### src/timer_pkg.sv
`default_nettype none
package timer_pkg;

	// register indices on the 6-bit register address
	localparam logic [5:0] ADDR_MODE = 6'h2A;
	localparam logic [5:0] ADDR_PRESCALE_LOW = 6'h2B;
	localparam logic [5:0] ADDR_RELOAD_HIGH = 6'h2C;
	localparam logic [5:0] ADDR_RELOAD_LOW = 6'h2D;
	localparam logic [5:0] ADDR_COUNT_HIGH = 6'h2E;
	localparam logic [5:0] ADDR_COUNT_LOW = 6'h2F;

	// values after reset
	localparam logic [7:0] RESET_MODE = 8'h00;
	localparam logic [7:0] RESET_PRESCALE_LOW = 8'h00;
	localparam logic [7:0] RESET_RELOAD_BYTE = 8'h00;
	localparam logic [15:0] RESET_COUNT = 16'h0000;
	localparam logic [7:0] RESET_RDATA = 8'h00;

	// gate selections
	localparam logic [1:0] GATE_NONE = 2'h0;
	localparam logic [1:0] GATE_SIGNAL_INPUT = 2'h1;
	localparam logic [1:0] GATE_FIRST_AUX = 2'h2;
	localparam logic [1:0] GATE_THIRD_ANALOG = 2'h3;

	// carrier of 13.56 MHz from the 200 MHz clock, in units of 10 kHz
	localparam int REF_CLK_KHZ = 200000;
	localparam int CARRIER_KHZ = 13560;
	localparam logic [15:0] PHASE_STEP = 16'(CARRIER_KHZ / 10);
	localparam logic [15:0] PHASE_MODULUS = 16'(REF_CLK_KHZ / 10);

	// mode register layout, bit 7 down to bit 0
	typedef struct packed {
		logic protocol_auto_start;
		logic [1:0] gate_source_select;
		logic auto_reload_enable;
		logic [3:0] prescale_high_bits;
	} mode_t;

	typedef enum logic {
		ST_STOPPED = 1'b0,
		ST_RUNNING = 1'b1
	} timer_state_t;

endpackage : timer_pkg
`default_nettype wire

### src/prescaled_reload_timer.sv
`timescale 1ns/10ps
`default_nettype none
module prescaled_reload_timer #(
	parameter int PRESCALE_W = 12,
	parameter int COUNT_W = 16
) (
	// clock and reset
	input wire logic REF_CLK_I,
	input wire logic RESETN_I,
	// register port
	input wire logic [5:0] REG_ADDR_I,
	input wire logic [7:0] REG_WDATA_I,
	input wire logic REG_WR_I,
	input wire logic REG_RD_I,
	output logic [7:0] REG_RDATA_O,
	// control from neighbouring registers
	input wire logic START_NOW_I,
	input wire logic STOP_NOW_I,
	input wire logic EVEN_DIVIDE_SELECT_I,
	input wire logic INITIAL_FIELD_ON_I,
	// protocol events and gate sources
	input wire logic TX_END_I,
	input wire logic FIELD_ON_I,
	input wire logic SIGNAL_INPUT_PIN_I,
	input wire logic FIRST_AUXILIARY_SIGNAL_I,
	input wire logic THIRD_ANALOG_PIN_I,
	// status
	output logic RUNNING_O,
	output logic TIMER_ZERO_FLAG_O
);

	if (PRESCALE_W != 12 || COUNT_W != 16) begin : g_check
		$error("timer serves only a 12-bit prescaler and 16-bit counter");
	end

	// the accumulator cannot make a carrier at or above the reference
	if (timer_pkg::PHASE_STEP >= timer_pkg::PHASE_MODULUS) begin : g_phase_check
		$error("carrier step must stay below the accumulator modulus");
	end

	timer_pkg::mode_t mode_r;
	timer_pkg::mode_t mode_nxt;
	logic [7:0] prescale_low_bits_r;
	logic [7:0] prescale_low_bits_nxt;
	logic [7:0] reload_high_bits_r;
	logic [7:0] reload_high_bits_nxt;
	logic [7:0] reload_low_bits_r;
	logic [7:0] reload_low_bits_nxt;
	logic [7:0] rdata_nxt;
	logic [PRESCALE_W-1:0] prescale_value;
	logic [COUNT_W-1:0] reload_value;
	logic [COUNT_W-1:0] count_r;
	logic [COUNT_W-1:0] count_nxt;
	timer_pkg::timer_state_t state_r;
	timer_pkg::timer_state_t state_nxt;
	logic zero_nxt;
	logic running_nxt;
	logic field_on_r;
	logic field_on_nxt;
	logic field_rise;
	logic field_start;
	logic auto_start_event;
	logic start_event;
	logic gate_open;
	logic divider_enable;
	logic count_at_last;
	logic tick;

	////////////////////////////////////////////////////////////////////////
	// register file
	always_comb begin
		mode_nxt = mode_r;
		prescale_low_bits_nxt = prescale_low_bits_r;
		reload_high_bits_nxt = reload_high_bits_r;
		reload_low_bits_nxt = reload_low_bits_r;
		if (REG_WR_I) begin
			unique case (REG_ADDR_I)
				timer_pkg::ADDR_MODE: begin
					mode_nxt = timer_pkg::mode_t'(REG_WDATA_I);
				end
				timer_pkg::ADDR_PRESCALE_LOW: begin
					prescale_low_bits_nxt = REG_WDATA_I;
				end
				timer_pkg::ADDR_RELOAD_HIGH: begin
					reload_high_bits_nxt = REG_WDATA_I;
				end
				timer_pkg::ADDR_RELOAD_LOW: begin
					reload_low_bits_nxt = REG_WDATA_I;
				end
				default: begin
				end
			endcase
		end
		// counter bytes have no write path; unmapped reads give zero
		rdata_nxt = REG_RDATA_O;
		if (REG_RD_I) begin
			unique case (REG_ADDR_I)
				timer_pkg::ADDR_MODE: rdata_nxt = mode_r;
				timer_pkg::ADDR_PRESCALE_LOW: rdata_nxt = prescale_low_bits_r;
				timer_pkg::ADDR_RELOAD_HIGH: rdata_nxt = reload_high_bits_r;
				timer_pkg::ADDR_RELOAD_LOW: rdata_nxt = reload_low_bits_r;
				timer_pkg::ADDR_COUNT_HIGH: rdata_nxt = count_r[15:8];
				timer_pkg::ADDR_COUNT_LOW: rdata_nxt = count_r[7:0];
				default: rdata_nxt = 8'h00;
			endcase
		end
	end

	always_ff @(posedge REF_CLK_I or negedge RESETN_I) begin
		if (!RESETN_I) begin
			mode_r <= timer_pkg::mode_t'(timer_pkg::RESET_MODE);
			prescale_low_bits_r <= timer_pkg::RESET_PRESCALE_LOW;
			reload_high_bits_r <= timer_pkg::RESET_RELOAD_BYTE;
			reload_low_bits_r <= timer_pkg::RESET_RELOAD_BYTE;
			REG_RDATA_O <= timer_pkg::RESET_RDATA;
		end else begin
			mode_r <= mode_nxt;
			prescale_low_bits_r <= prescale_low_bits_nxt;
			reload_high_bits_r <= reload_high_bits_nxt;
			reload_low_bits_r <= reload_low_bits_nxt;
			REG_RDATA_O <= rdata_nxt;
		end
	end

	////////////////////////////////////////////////////////////////////////
	// start sources and gate
	assign prescale_value = {mode_r.prescale_high_bits, prescale_low_bits_r};
	assign reload_value = {reload_high_bits_r, reload_low_bits_r};

	// field on only counts when the initial option asks for it
	always_comb begin
		field_on_nxt = FIELD_ON_I;
		field_rise = FIELD_ON_I && !field_on_r;
		field_start = INITIAL_FIELD_ON_I && field_rise;
		auto_start_event = mode_r.protocol_auto_start &&
			(TX_END_I || field_start);
		start_event = START_NOW_I || auto_start_event;
	end

	always_comb begin
		unique case (mode_r.gate_source_select)
			timer_pkg::GATE_NONE: gate_open = 1'b1;
			timer_pkg::GATE_SIGNAL_INPUT: gate_open = SIGNAL_INPUT_PIN_I;
			timer_pkg::GATE_FIRST_AUX: gate_open = FIRST_AUXILIARY_SIGNAL_I;
			timer_pkg::GATE_THIRD_ANALOG: gate_open = THIRD_ANALOG_PIN_I;
		endcase
	end

	assign divider_enable = state_r == timer_pkg::ST_RUNNING && gate_open;

	// divider freezes with the gate so a closed gate costs no phase
	tick_divider #(
		.PRESCALE_W(PRESCALE_W)
	) u_tick_divider (
		.clk_i(REF_CLK_I),
		.resetn_i(RESETN_I),
		.restart_i(start_event),
		.enable_i(divider_enable),
		.prescale_value_i(prescale_value),
		.even_divide_select_i(EVEN_DIVIDE_SELECT_I),
		.tick_o(tick)
	);

	////////////////////////////////////////////////////////////////////////
	// counter and run state
	// one tick left means the next tick lands on zero
	assign count_at_last = count_r <= COUNT_W'(1);

	always_comb begin
		count_nxt = count_r;
		state_nxt = state_r;
		zero_nxt = 1'b0;
		// start beats stop so a restart never loses its event
		if (start_event) begin
			count_nxt = reload_value;
			state_nxt = timer_pkg::ST_RUNNING;
		end else if (STOP_NOW_I) begin
			state_nxt = timer_pkg::ST_STOPPED;
		end else if (state_r == timer_pkg::ST_RUNNING && tick) begin
			if (count_r == '0 && mode_r.auto_reload_enable) begin
				count_nxt = reload_value;
			end else if (count_at_last && !mode_r.auto_reload_enable) begin
				count_nxt = '0;
				state_nxt = timer_pkg::ST_STOPPED;
				zero_nxt = 1'b1;
			end else begin
				count_nxt = count_r - 1'b1;
			end
		end
		running_nxt = (state_nxt == timer_pkg::ST_RUNNING);
	end

	always_ff @(posedge REF_CLK_I or negedge RESETN_I) begin
		if (!RESETN_I) begin
			count_r <= timer_pkg::RESET_COUNT;
			state_r <= timer_pkg::ST_STOPPED;
			field_on_r <= 1'b0;
			RUNNING_O <= 1'b0;
			TIMER_ZERO_FLAG_O <= 1'b0;
		end else begin
			count_r <= count_nxt;
			state_r <= state_nxt;
			field_on_r <= field_on_nxt;
			// status leaves straight from flops
			RUNNING_O <= running_nxt;
			TIMER_ZERO_FLAG_O <= zero_nxt;
		end
	end

endmodule : prescaled_reload_timer
`default_nettype wire

### src/tick_divider.sv
`timescale 1ns/10ps
`default_nettype none
module tick_divider #(
	parameter int PRESCALE_W = 12
) (
	// clock and reset
	input wire logic clk_i,
	input wire logic resetn_i,
	// control
	input wire logic restart_i,
	input wire logic enable_i,
	input wire logic [PRESCALE_W-1:0] prescale_value_i,
	input wire logic even_divide_select_i,
	// output
	output logic tick_o
);

	logic [15:0] phase_r;
	logic [15:0] phase_nxt;
	logic carrier_en;
	logic [PRESCALE_W:0] div_r;
	logic [PRESCALE_W:0] div_nxt;
	logic [PRESCALE_W:0] last;
	logic tick_nxt;

	////////////////////////////////////////////////////////////////////////
	// fractional accumulator: 13.56 MHz enable, jitter of one ref cycle
	always_comb begin
		carrier_en = 1'b0;
		phase_nxt = phase_r + timer_pkg::PHASE_STEP;
		if (phase_nxt >= timer_pkg::PHASE_MODULUS) begin
			phase_nxt = phase_nxt - timer_pkg::PHASE_MODULUS;
			carrier_en = 1'b1;
		end
	end

	////////////////////////////////////////////////////////////////////////
	// divide by 2p+1 or 2p+2 carrier periods
	always_comb begin
		last = {prescale_value_i, even_divide_select_i};
		div_nxt = div_r;
		tick_nxt = 1'b0;
		if (restart_i) begin
			div_nxt = '0;
		end else if (enable_i && carrier_en) begin
			if (div_r >= last) begin
				div_nxt = '0;
				tick_nxt = 1'b1;
			end else begin
				div_nxt = div_r + 1'b1;
			end
		end
	end

	always_ff @(posedge clk_i or negedge resetn_i) begin
		if (!resetn_i) begin
			phase_r <= 16'h0000;
			div_r <= '0;
			tick_o <= 1'b0;
		end else begin
			phase_r <= phase_nxt;
			div_r <= div_nxt;
			tick_o <= tick_nxt;
		end
	end

endmodule : tick_divider
`default_nettype wire

### config.mk
export PLATFORM = sky130hd
export DESIGN_NAME = prescaled_reload_timer
export DESIGN_NICKNAME = d
export VERILOG_FILES = /design/src/timer_pkg.sv /design/src/prescaled_reload_timer.sv /design/src/tick_divider.sv
export SDC_FILE = /design/constraint.sdc
export NUM_CORES = 1
export LEC_CHECK = 0
export BUFFER_PORTS_ARGS = -buffer_cell sky130_fd_sc_hd__buf_4
export CORE_MARGIN = 2
export CORE_UTILIZATION = 60
export DETAILED_ROUTE_END_ITERATION = 10
export HOLD_SLACK_MARGIN = 0.08
export PLACE_DENSITY = 0.85
export RECOVER_POWER = 50
export SETUP_SLACK_MARGIN = 0.1
export SLEW_MARGIN = 10
export SYNTH_ARGS = -nofsm -noshare
export SYNTH_HDL_FRONTEND = slang
export SYNTH_SLANG_ARGS = --single-unit
### constraint.sdc
create_clock -name REF_CLK_I -period 6.25 [get_ports REF_CLK_I]
set_input_delay 1.5625 -clock REF_CLK_I [delete_from_list [all_inputs] [get_ports REF_CLK_I]]
set_output_delay 1.5625 -clock REF_CLK_I [all_outputs]
set_load 0.05 [all_outputs]
==> results.cfg, run 1 <==
[run_status]
status = complete, but fails checks
violations = capacitance limit, slew limit

[timing]
drv_slew = 88
slew_headroom = -0.446
final_hold_viol_count = 0
post-route-period-util = 0.598
rsz0062_at_grt = no
setup_ws_ns = 2.51
skew_ns = 0.0126
period_needed_ns = 3.74
fmax_mhz = 267
worstMarginPinSlew_ns = 2.17
setup_viol = 0
finalSetupTns_ns = 0

[clock_tree]
clock_latency_ns = 0.37
cts_buffers = 9
cts_setup_buffers = 0
cts_resized = 0
tritoncts = yes
cts_max_level = 3
cts_sinks = 87
ctsHoldBuffers = 0
cts_root_buffer = clkbuf_8
clk_path_buf_depth = 2
clk_pin_slew_ns = 0.09

[setup_path]
critPathKind = in2reg
reg2reg_slack_ns = 2.58
reg2reg_depth = 8
crit_path_start_kind = input pin
crit_chain = buf_4, ha_1, inv_1, a21o_1, a21oi_1, o21ai_0, a211oi_1, nand2b_1, or2_1, o21ai_0
critPathBufInv = 2
worstPathRequired_ns = 6.52
slowest_stage = a211oi_1
cp-end-kind = register
cp.depth = 10
cpMostUsedCell = o21ai_0
worstPathArrival_ns = 4.01
cp_top_family = compound AO/OA/AOI/OAI gates
cp_max_fo = 11
slowest_delay_ns = 0.58

[detailed_routing]
vias = 4272
dr.max_layer_used = met4
drt-total-wl_mm = 12.4
dr_wl_met3_microns = 540
wl_met1_mm = 5.22
first_pass_iters = 5
met2_length_mm = 6.39
viasPerCell = 6.34
drc = 0
post_drt_wl_per_cell_microns = 18.4
drt_iter0_drc = 302
drtAntennaViolNets = 0

[hold_path]
hp-class = reg2reg
holdPathStages = 1

[die]
rows = 34
fp.dieH_microns = 98.0
die_w_microns = 98.0
start_util = 0.613
ios = 37
core_area_sq_um = 8640
die_area_sq_um = 9600

[placed_design]
portBuffers = 36
dpl.hpwl_mm = 8.78
gp_congestion = 0.930
dp_cells = 658
post-place-ws_ns = 2.21

[synth]
netlist_area_sq_um = 5300
synth_ff_type = dfrtp_1
async_flop_share = 1.00
synth.area.top_cells = dfrtp_1 (41%), mux2_2 (5.1%), o21ai_0 (4.9%)
ys_types = 68
yosysSeqAreaShare = 0.411
yosys.area.top_type_share = 0.411
yosys_warnings = 0
synth_seq_cells = 87
syn_nets = 588
syn_avg_cell_area_sq_um = 9.76
synth_cells = 543
yosysTopAreaCell = dfrtp_1
synth_edf_count = 0

[power_and_ir_drop]
p_clk_frac = 0.262
p_total_mw = 1.62
power.density_nw_per_um2 = 281
leakage_nw = 2.53
peakVddDrop_mv = 0.130
seqPwrFrac = 0.453
switching_power_uw = 587
intPower_mw = 1.03
comb_power_share = 0.285
switching_share = 0.362

[global_routing]
grt_pass1_vias = 4337
grt_pass1_wl_mm = 21.1
grt_max_degree = 88
grt_remaining_overflow = 0
grt_usage = 0.272
antenna_found_initial = 0

[layout]
most-common-layout-cells = dfrtp_1 (87), o21ai_0 (52), nand2_1 (39)
nNetsFinal = 606
final_common_cell = dfrtp_1
antennaDiodeCount = 0
area_growth_pct = 8.72
final_cells = 674
utilization = 0.667
drive_gt1_frac = 0.196

[run]
maxCapViolations = 1
==> state kept, by name (all words and copies together), names as in the netlist, 8 cells and up <==
signal / count
count_r: 16
prescale_low_bits_r: 8
u_tick_divider.div_r: 13
reload_low_bits_r: 8
mode_r: 8
REG_RDATA_O: 8
u_tick_divider.phase_r: 14
reload_high_bits_r: 8
==> area by class of cell <==
| type | count | area, sq um |
|---|---|---|
| clock inverter | 5 | 65.1 |
| fill | 684 | 2880 |
| timing repair buffer | 36 | 268 |
| sequential | 87 | 2180 |
| clock buffer | 11 | 151 |
| tap | 108 | 135 |
| multi-input combinational | 401 | 2870 |
| inverter | 26 | 97.6 |
==> synthesized netlist by cell type, drive strengths merged, types with 8 or more instances <==
library cell / number
o2bb2ai: 9
xnor2: 12
dfrtp: 87
mux2: 24
and3: 14
ha: 18
o21ai: 67
nor2: 38
inv: 26
nand2: 40
nand2b: 14
nor3: 14
or3: 8
clkbuf: 18
buf: 11
a21oi: 24
o21bai: 10
nand3: 16
==> power by group through the flow <==
stage	logic, mW	registers, mW	clock network, mW
2_1_floorplan	0.348	0.718	0
3_3_place_gp	0.439	0.738	0
3_5_place_dp	0.451	0.743	0
4_1_cts	0.458	0.733	0.427
5_1_grt	0.511	0.745	0.449
6_report	0.462	0.735	0.424
==> worst register-to-register path, delay by kind of cell (launching register included) <==
kind	cells	cell delay, ns
AO/OA/AOI/OAI	4	0.95
flip-flops	1	0.44
AND/OR/NAND/NOR	4	2.10
==> metrics by stage <==
stage	cell area, sq um	hold slack [ns]
3_5_place_dp	5550	0.514
2_1_floorplan	5300	0.474
6_report	5760	0.533
4_1_cts	5770	0.538
3_3_place_gp	5550	0.493
5_1_grt	5760	0.550
==> kinds of logic after synthesis <==
| group | count (synthesis) | synth area share |
|---|---|---|
| AO/OA/AOI/OAI | 157 | 0.212 |
| multiplexers | 35 | 0.0812 |
| XOR/XNOR | 18 | 0.0298 |
| adder cells (fa/ha/maj) | 18 | 0.0425 |
| buffers and inverters | 55 | 0.0477 |
| AND/OR/NAND/NOR | 173 | 0.176 |
| flip-flops | 87 | 0.411 |
==> metal layers <==
metal	track usage	vias up
met5	0	-
met4	0.0833	0
met3	0.0487	22
met2	0.471	136
met1	0.347	2103
li1	-	2011
==> worst paths after layout <==
check	startpoint	endpoint
hold reg to reg	u_tick_divider.phase_r[2]	u_tick_divider.phase_r[2]
setup / recovery	EVEN_DIVIDE_SELECT_I	u_tick_divider.div_r[11]
min in group asynchronous	RESETN_I	count_r[10]
hold / removal	u_tick_divider.phase_r[2]	u_tick_divider.phase_r[2]
max in group asynchronous	RESETN_I	count_r[5]
setup reg to reg	count_r[6]	count_r[4]
No activity file was read; power rests on OpenSTA's default activity.
==> inputs of run 2 (changes only) <==
==> constraint.sdc (replaced) <==
create_clock -name REF_CLK_I -period 3.9 [get_ports REF_CLK_I]
set_input_delay 0.975 -clock REF_CLK_I [delete_from_list [all_inputs] [get_ports REF_CLK_I]]
set_output_delay 0.975 -clock REF_CLK_I [all_outputs]
set_load 0.05 [all_outputs]
==> run 2 against run 1 <==
  * The flow still finishes with violations (capacitance limit, slew limit)
  * Non-clock buffer count is 5 higher
  * Critical path depth did not move
  * Final area is essentially flat
  * Setup slack lost 1.9 ns
  * Sequential power up 61%
  * Core utilization is 0.058 points lower
  * Clock power grew 37%
  * Power rose by 55%
  * Global-route usage rose by 0.17 points
  * Largest cell class unchanged
  * Largest power group unchanged
==> results.cfg, run 2 (synthesis results as in run 1) <==
[run_status]
status = complete, but fails checks
violations = capacitance limit, slew limit

[global_routing]
grtUsageMet1 = 0.351
grt_pass1_wl_mm = 21.2
grt_max_degree = 34
grt_remaining_overflow = 0
grt_pass1_vias = 4357
met2_usage = 0.456
grt.met3_usage = 0.0458
antenna_found_initial = 0
grt-busiest-layer = met2
grt_usage = 0.273

[power_and_ir_drop]
seqPwrFrac = 0.470
comb_power_share = 0.299
peakVddDrop_mv = 0.214
switching_share = 0.377
switching_power_uw = 947
p_clk_frac = 0.231
leakage_nw = 2.51
intPower_mw = 1.56
power.density_nw_per_um2 = 436

[hold_path]
whs_endpoint = u_tick_divider.phase_r[2]
hp-start = u_tick_divider.phase_r[2]
holdPathStages = 1
hp-class = reg2reg

[die]
die_w_microns = 98.0
die_area_sq_um = 9600
ios = 37
rows = 34
start_util = 0.613
core_area_sq_um = 8640
fp.dieH_microns = 98.0

[placed_design]
dpl.hpwl_mm = 9.20
gp_congestion = 0.925
dp_cells = 663
portBuffers = 36

[run]
maxCapViolations = 1

[timing]
drv_slew = 34
setup_viol = 0
rsz0062_at_grt = no
period_needed_ns = 3.28
post-route-period-util = 0.842
final_hold_viol_count = 0
fmax_mhz = 305
worstMarginPinSlew_ns = 1.76
slew_headroom = -0.172
skew_ns = 0.0154
finalSetupTns_ns = 0

[setup_path]
critPathKind = reg2reg
reg2reg_slack_ns = 0.62
reg2reg_depth = 10
regToRegEndpoint = u_tick_divider.div_r[11]
reg2reg_from = u_tick_divider.phase_r[2]
cp-end-kind = register
cp_max_fo = 15
worstPathRequired_ns = 4.12
crit_path_start_kind = register
worstPathArrival_ns = 3.50

[detailed_routing]
drt-total-wl_mm = 12.5
viasPerCell = 6.46
first_pass_iters = 5
post_drt_wl_per_cell_microns = 18.5
vias = 4383
drtAntennaViolNets = 0
drt_iter0_drc = 258
drc = 0

[layout]
largest_reg_flops = 16
nNetsFinal = 611
final_cells = 679
n_fill_cell = 671
ff_latch_area_sq_um = 2180
final_common_cell = dfrtp_1
most-common-layout-cells = dfrtp_1 (87), o21ai_0 (52), nand2_1 (39)
largest_register = count_r
antennaDiodeCount = 0
multiInputGateArea_sq_um = 2870
area_growth_pct = 8.62
drive_gt1_frac = 0.201
reg_top3 = count_r x16, u_tick_divider.phase_r x14, u_tick_divider.div_r x13

[clock_tree]
clk_pin_slew_ns = 0.09
ctsHoldBuffers = 0
cts_buffers = 9
tritoncts = yes
cts_setup_buffers = 0
cts_max_level = 3
clock_latency_ns = 0.37
cts_root_buffer = clkbuf_8
cts_resized = 0
clk_path_buf_depth = 2
cts_sinks = 87
run 2: cell types whose count changed in the layout (fill, tap and decap cells not counted):
cell / delta
clkbuf_2: +1
buf_4: +3
bufinv_16: -1
nor4_1: -1
nor4_2: +1
clkbuf_8: -2
clkbuf_1: +2
clkinv_4: -3
clkinvlp_4: +5
run 2: routing by layer:
layer | part of all wire | wire [microns] | up-vias
li1 | - | - | 2020
met1 | 0.40 | 4980 | 2159
met2 | 0.51 | 6360 | 167
met3 | 0.065 | 809 | 37
met4 | 0.031 | 390 | 0
met5 | 0 | 0 | -
run 2: cell type report:
| type | count | share of cell area |
|---|---|---|
| multi-input combinational | 401 | 0.499 |
| sequential | 87 | 0.378 |
| timing repair buffer | 41 | 0.0520 |
| tap | 108 | 0.0235 |
| clock buffer | 10 | 0.0222 |
| inverter | 26 | 0.0170 |
| clock inverter | 6 | 0.00805 |
run 2: worst max path at each step:
| stage | start | depth (start not counted) | endpoint |
|---|---|---|---|
| after global routing | u_tick_divider.phase_r[2] | 10 | u_tick_divider.div_r[11] |
| after floorplan | EVEN_DIVIDE_SELECT_I | 11 | u_tick_divider.div_r[10] |
| after CTS | u_tick_divider.phase_r[2] | 10 | u_tick_divider.div_r[11] |
| after global placement | EVEN_DIVIDE_SELECT_I | 10 | u_tick_divider.div_r[11] |
| final | u_tick_divider.phase_r[2] | 10 | u_tick_divider.div_r[11] |
| after detailed placement | EVEN_DIVIDE_SELECT_I | 10 | u_tick_divider.div_r[11] |
run 2: stage by stage:
step	power (mW)	setup slack (ns)	util	hold WS (ns)	area, sq um
final	2.51	0.617	0.666	0.529	5750
after global routing	2.66	0.371	0.666	0.543	5750
after CTS	2.50	0.612	0.667	0.528	5760
after detailed placement	1.93	0.450	0.647	0.511	5590
after global placement	1.89	0.650	0.647	0.493	5590
after floorplan	1.71	1.14	-	0.474	5300
run 2: worst max-delay path, cell delays in order, from the launching register on:
cell and delay, ns:
dfrtp_1 0.41, inv_1 0.08, ha_1 0.24, and3b_1 0.37, o21ai_0 0.14, and4b_1 0.27, o311ai_4 0.37, a41oi_4 0.35
nand2_2 0.19, or2_1 0.50, o21ai_0 0.20
run 2: power groups by stage:
| stage | Clock, mW | Sequential, mW | Combinational, mW |
|---|---|---|---|
| after floorplan | 0 | 1.15 | 0.558 |
| after global placement | 0 | 1.18 | 0.704 |
| after detailed placement | 0 | 1.19 | 0.734 |
| after CTS | 0.582 | 1.17 | 0.741 |
| after global routing | 0.630 | 1.20 | 0.830 |
| final | 0.579 | 1.18 | 0.749 |
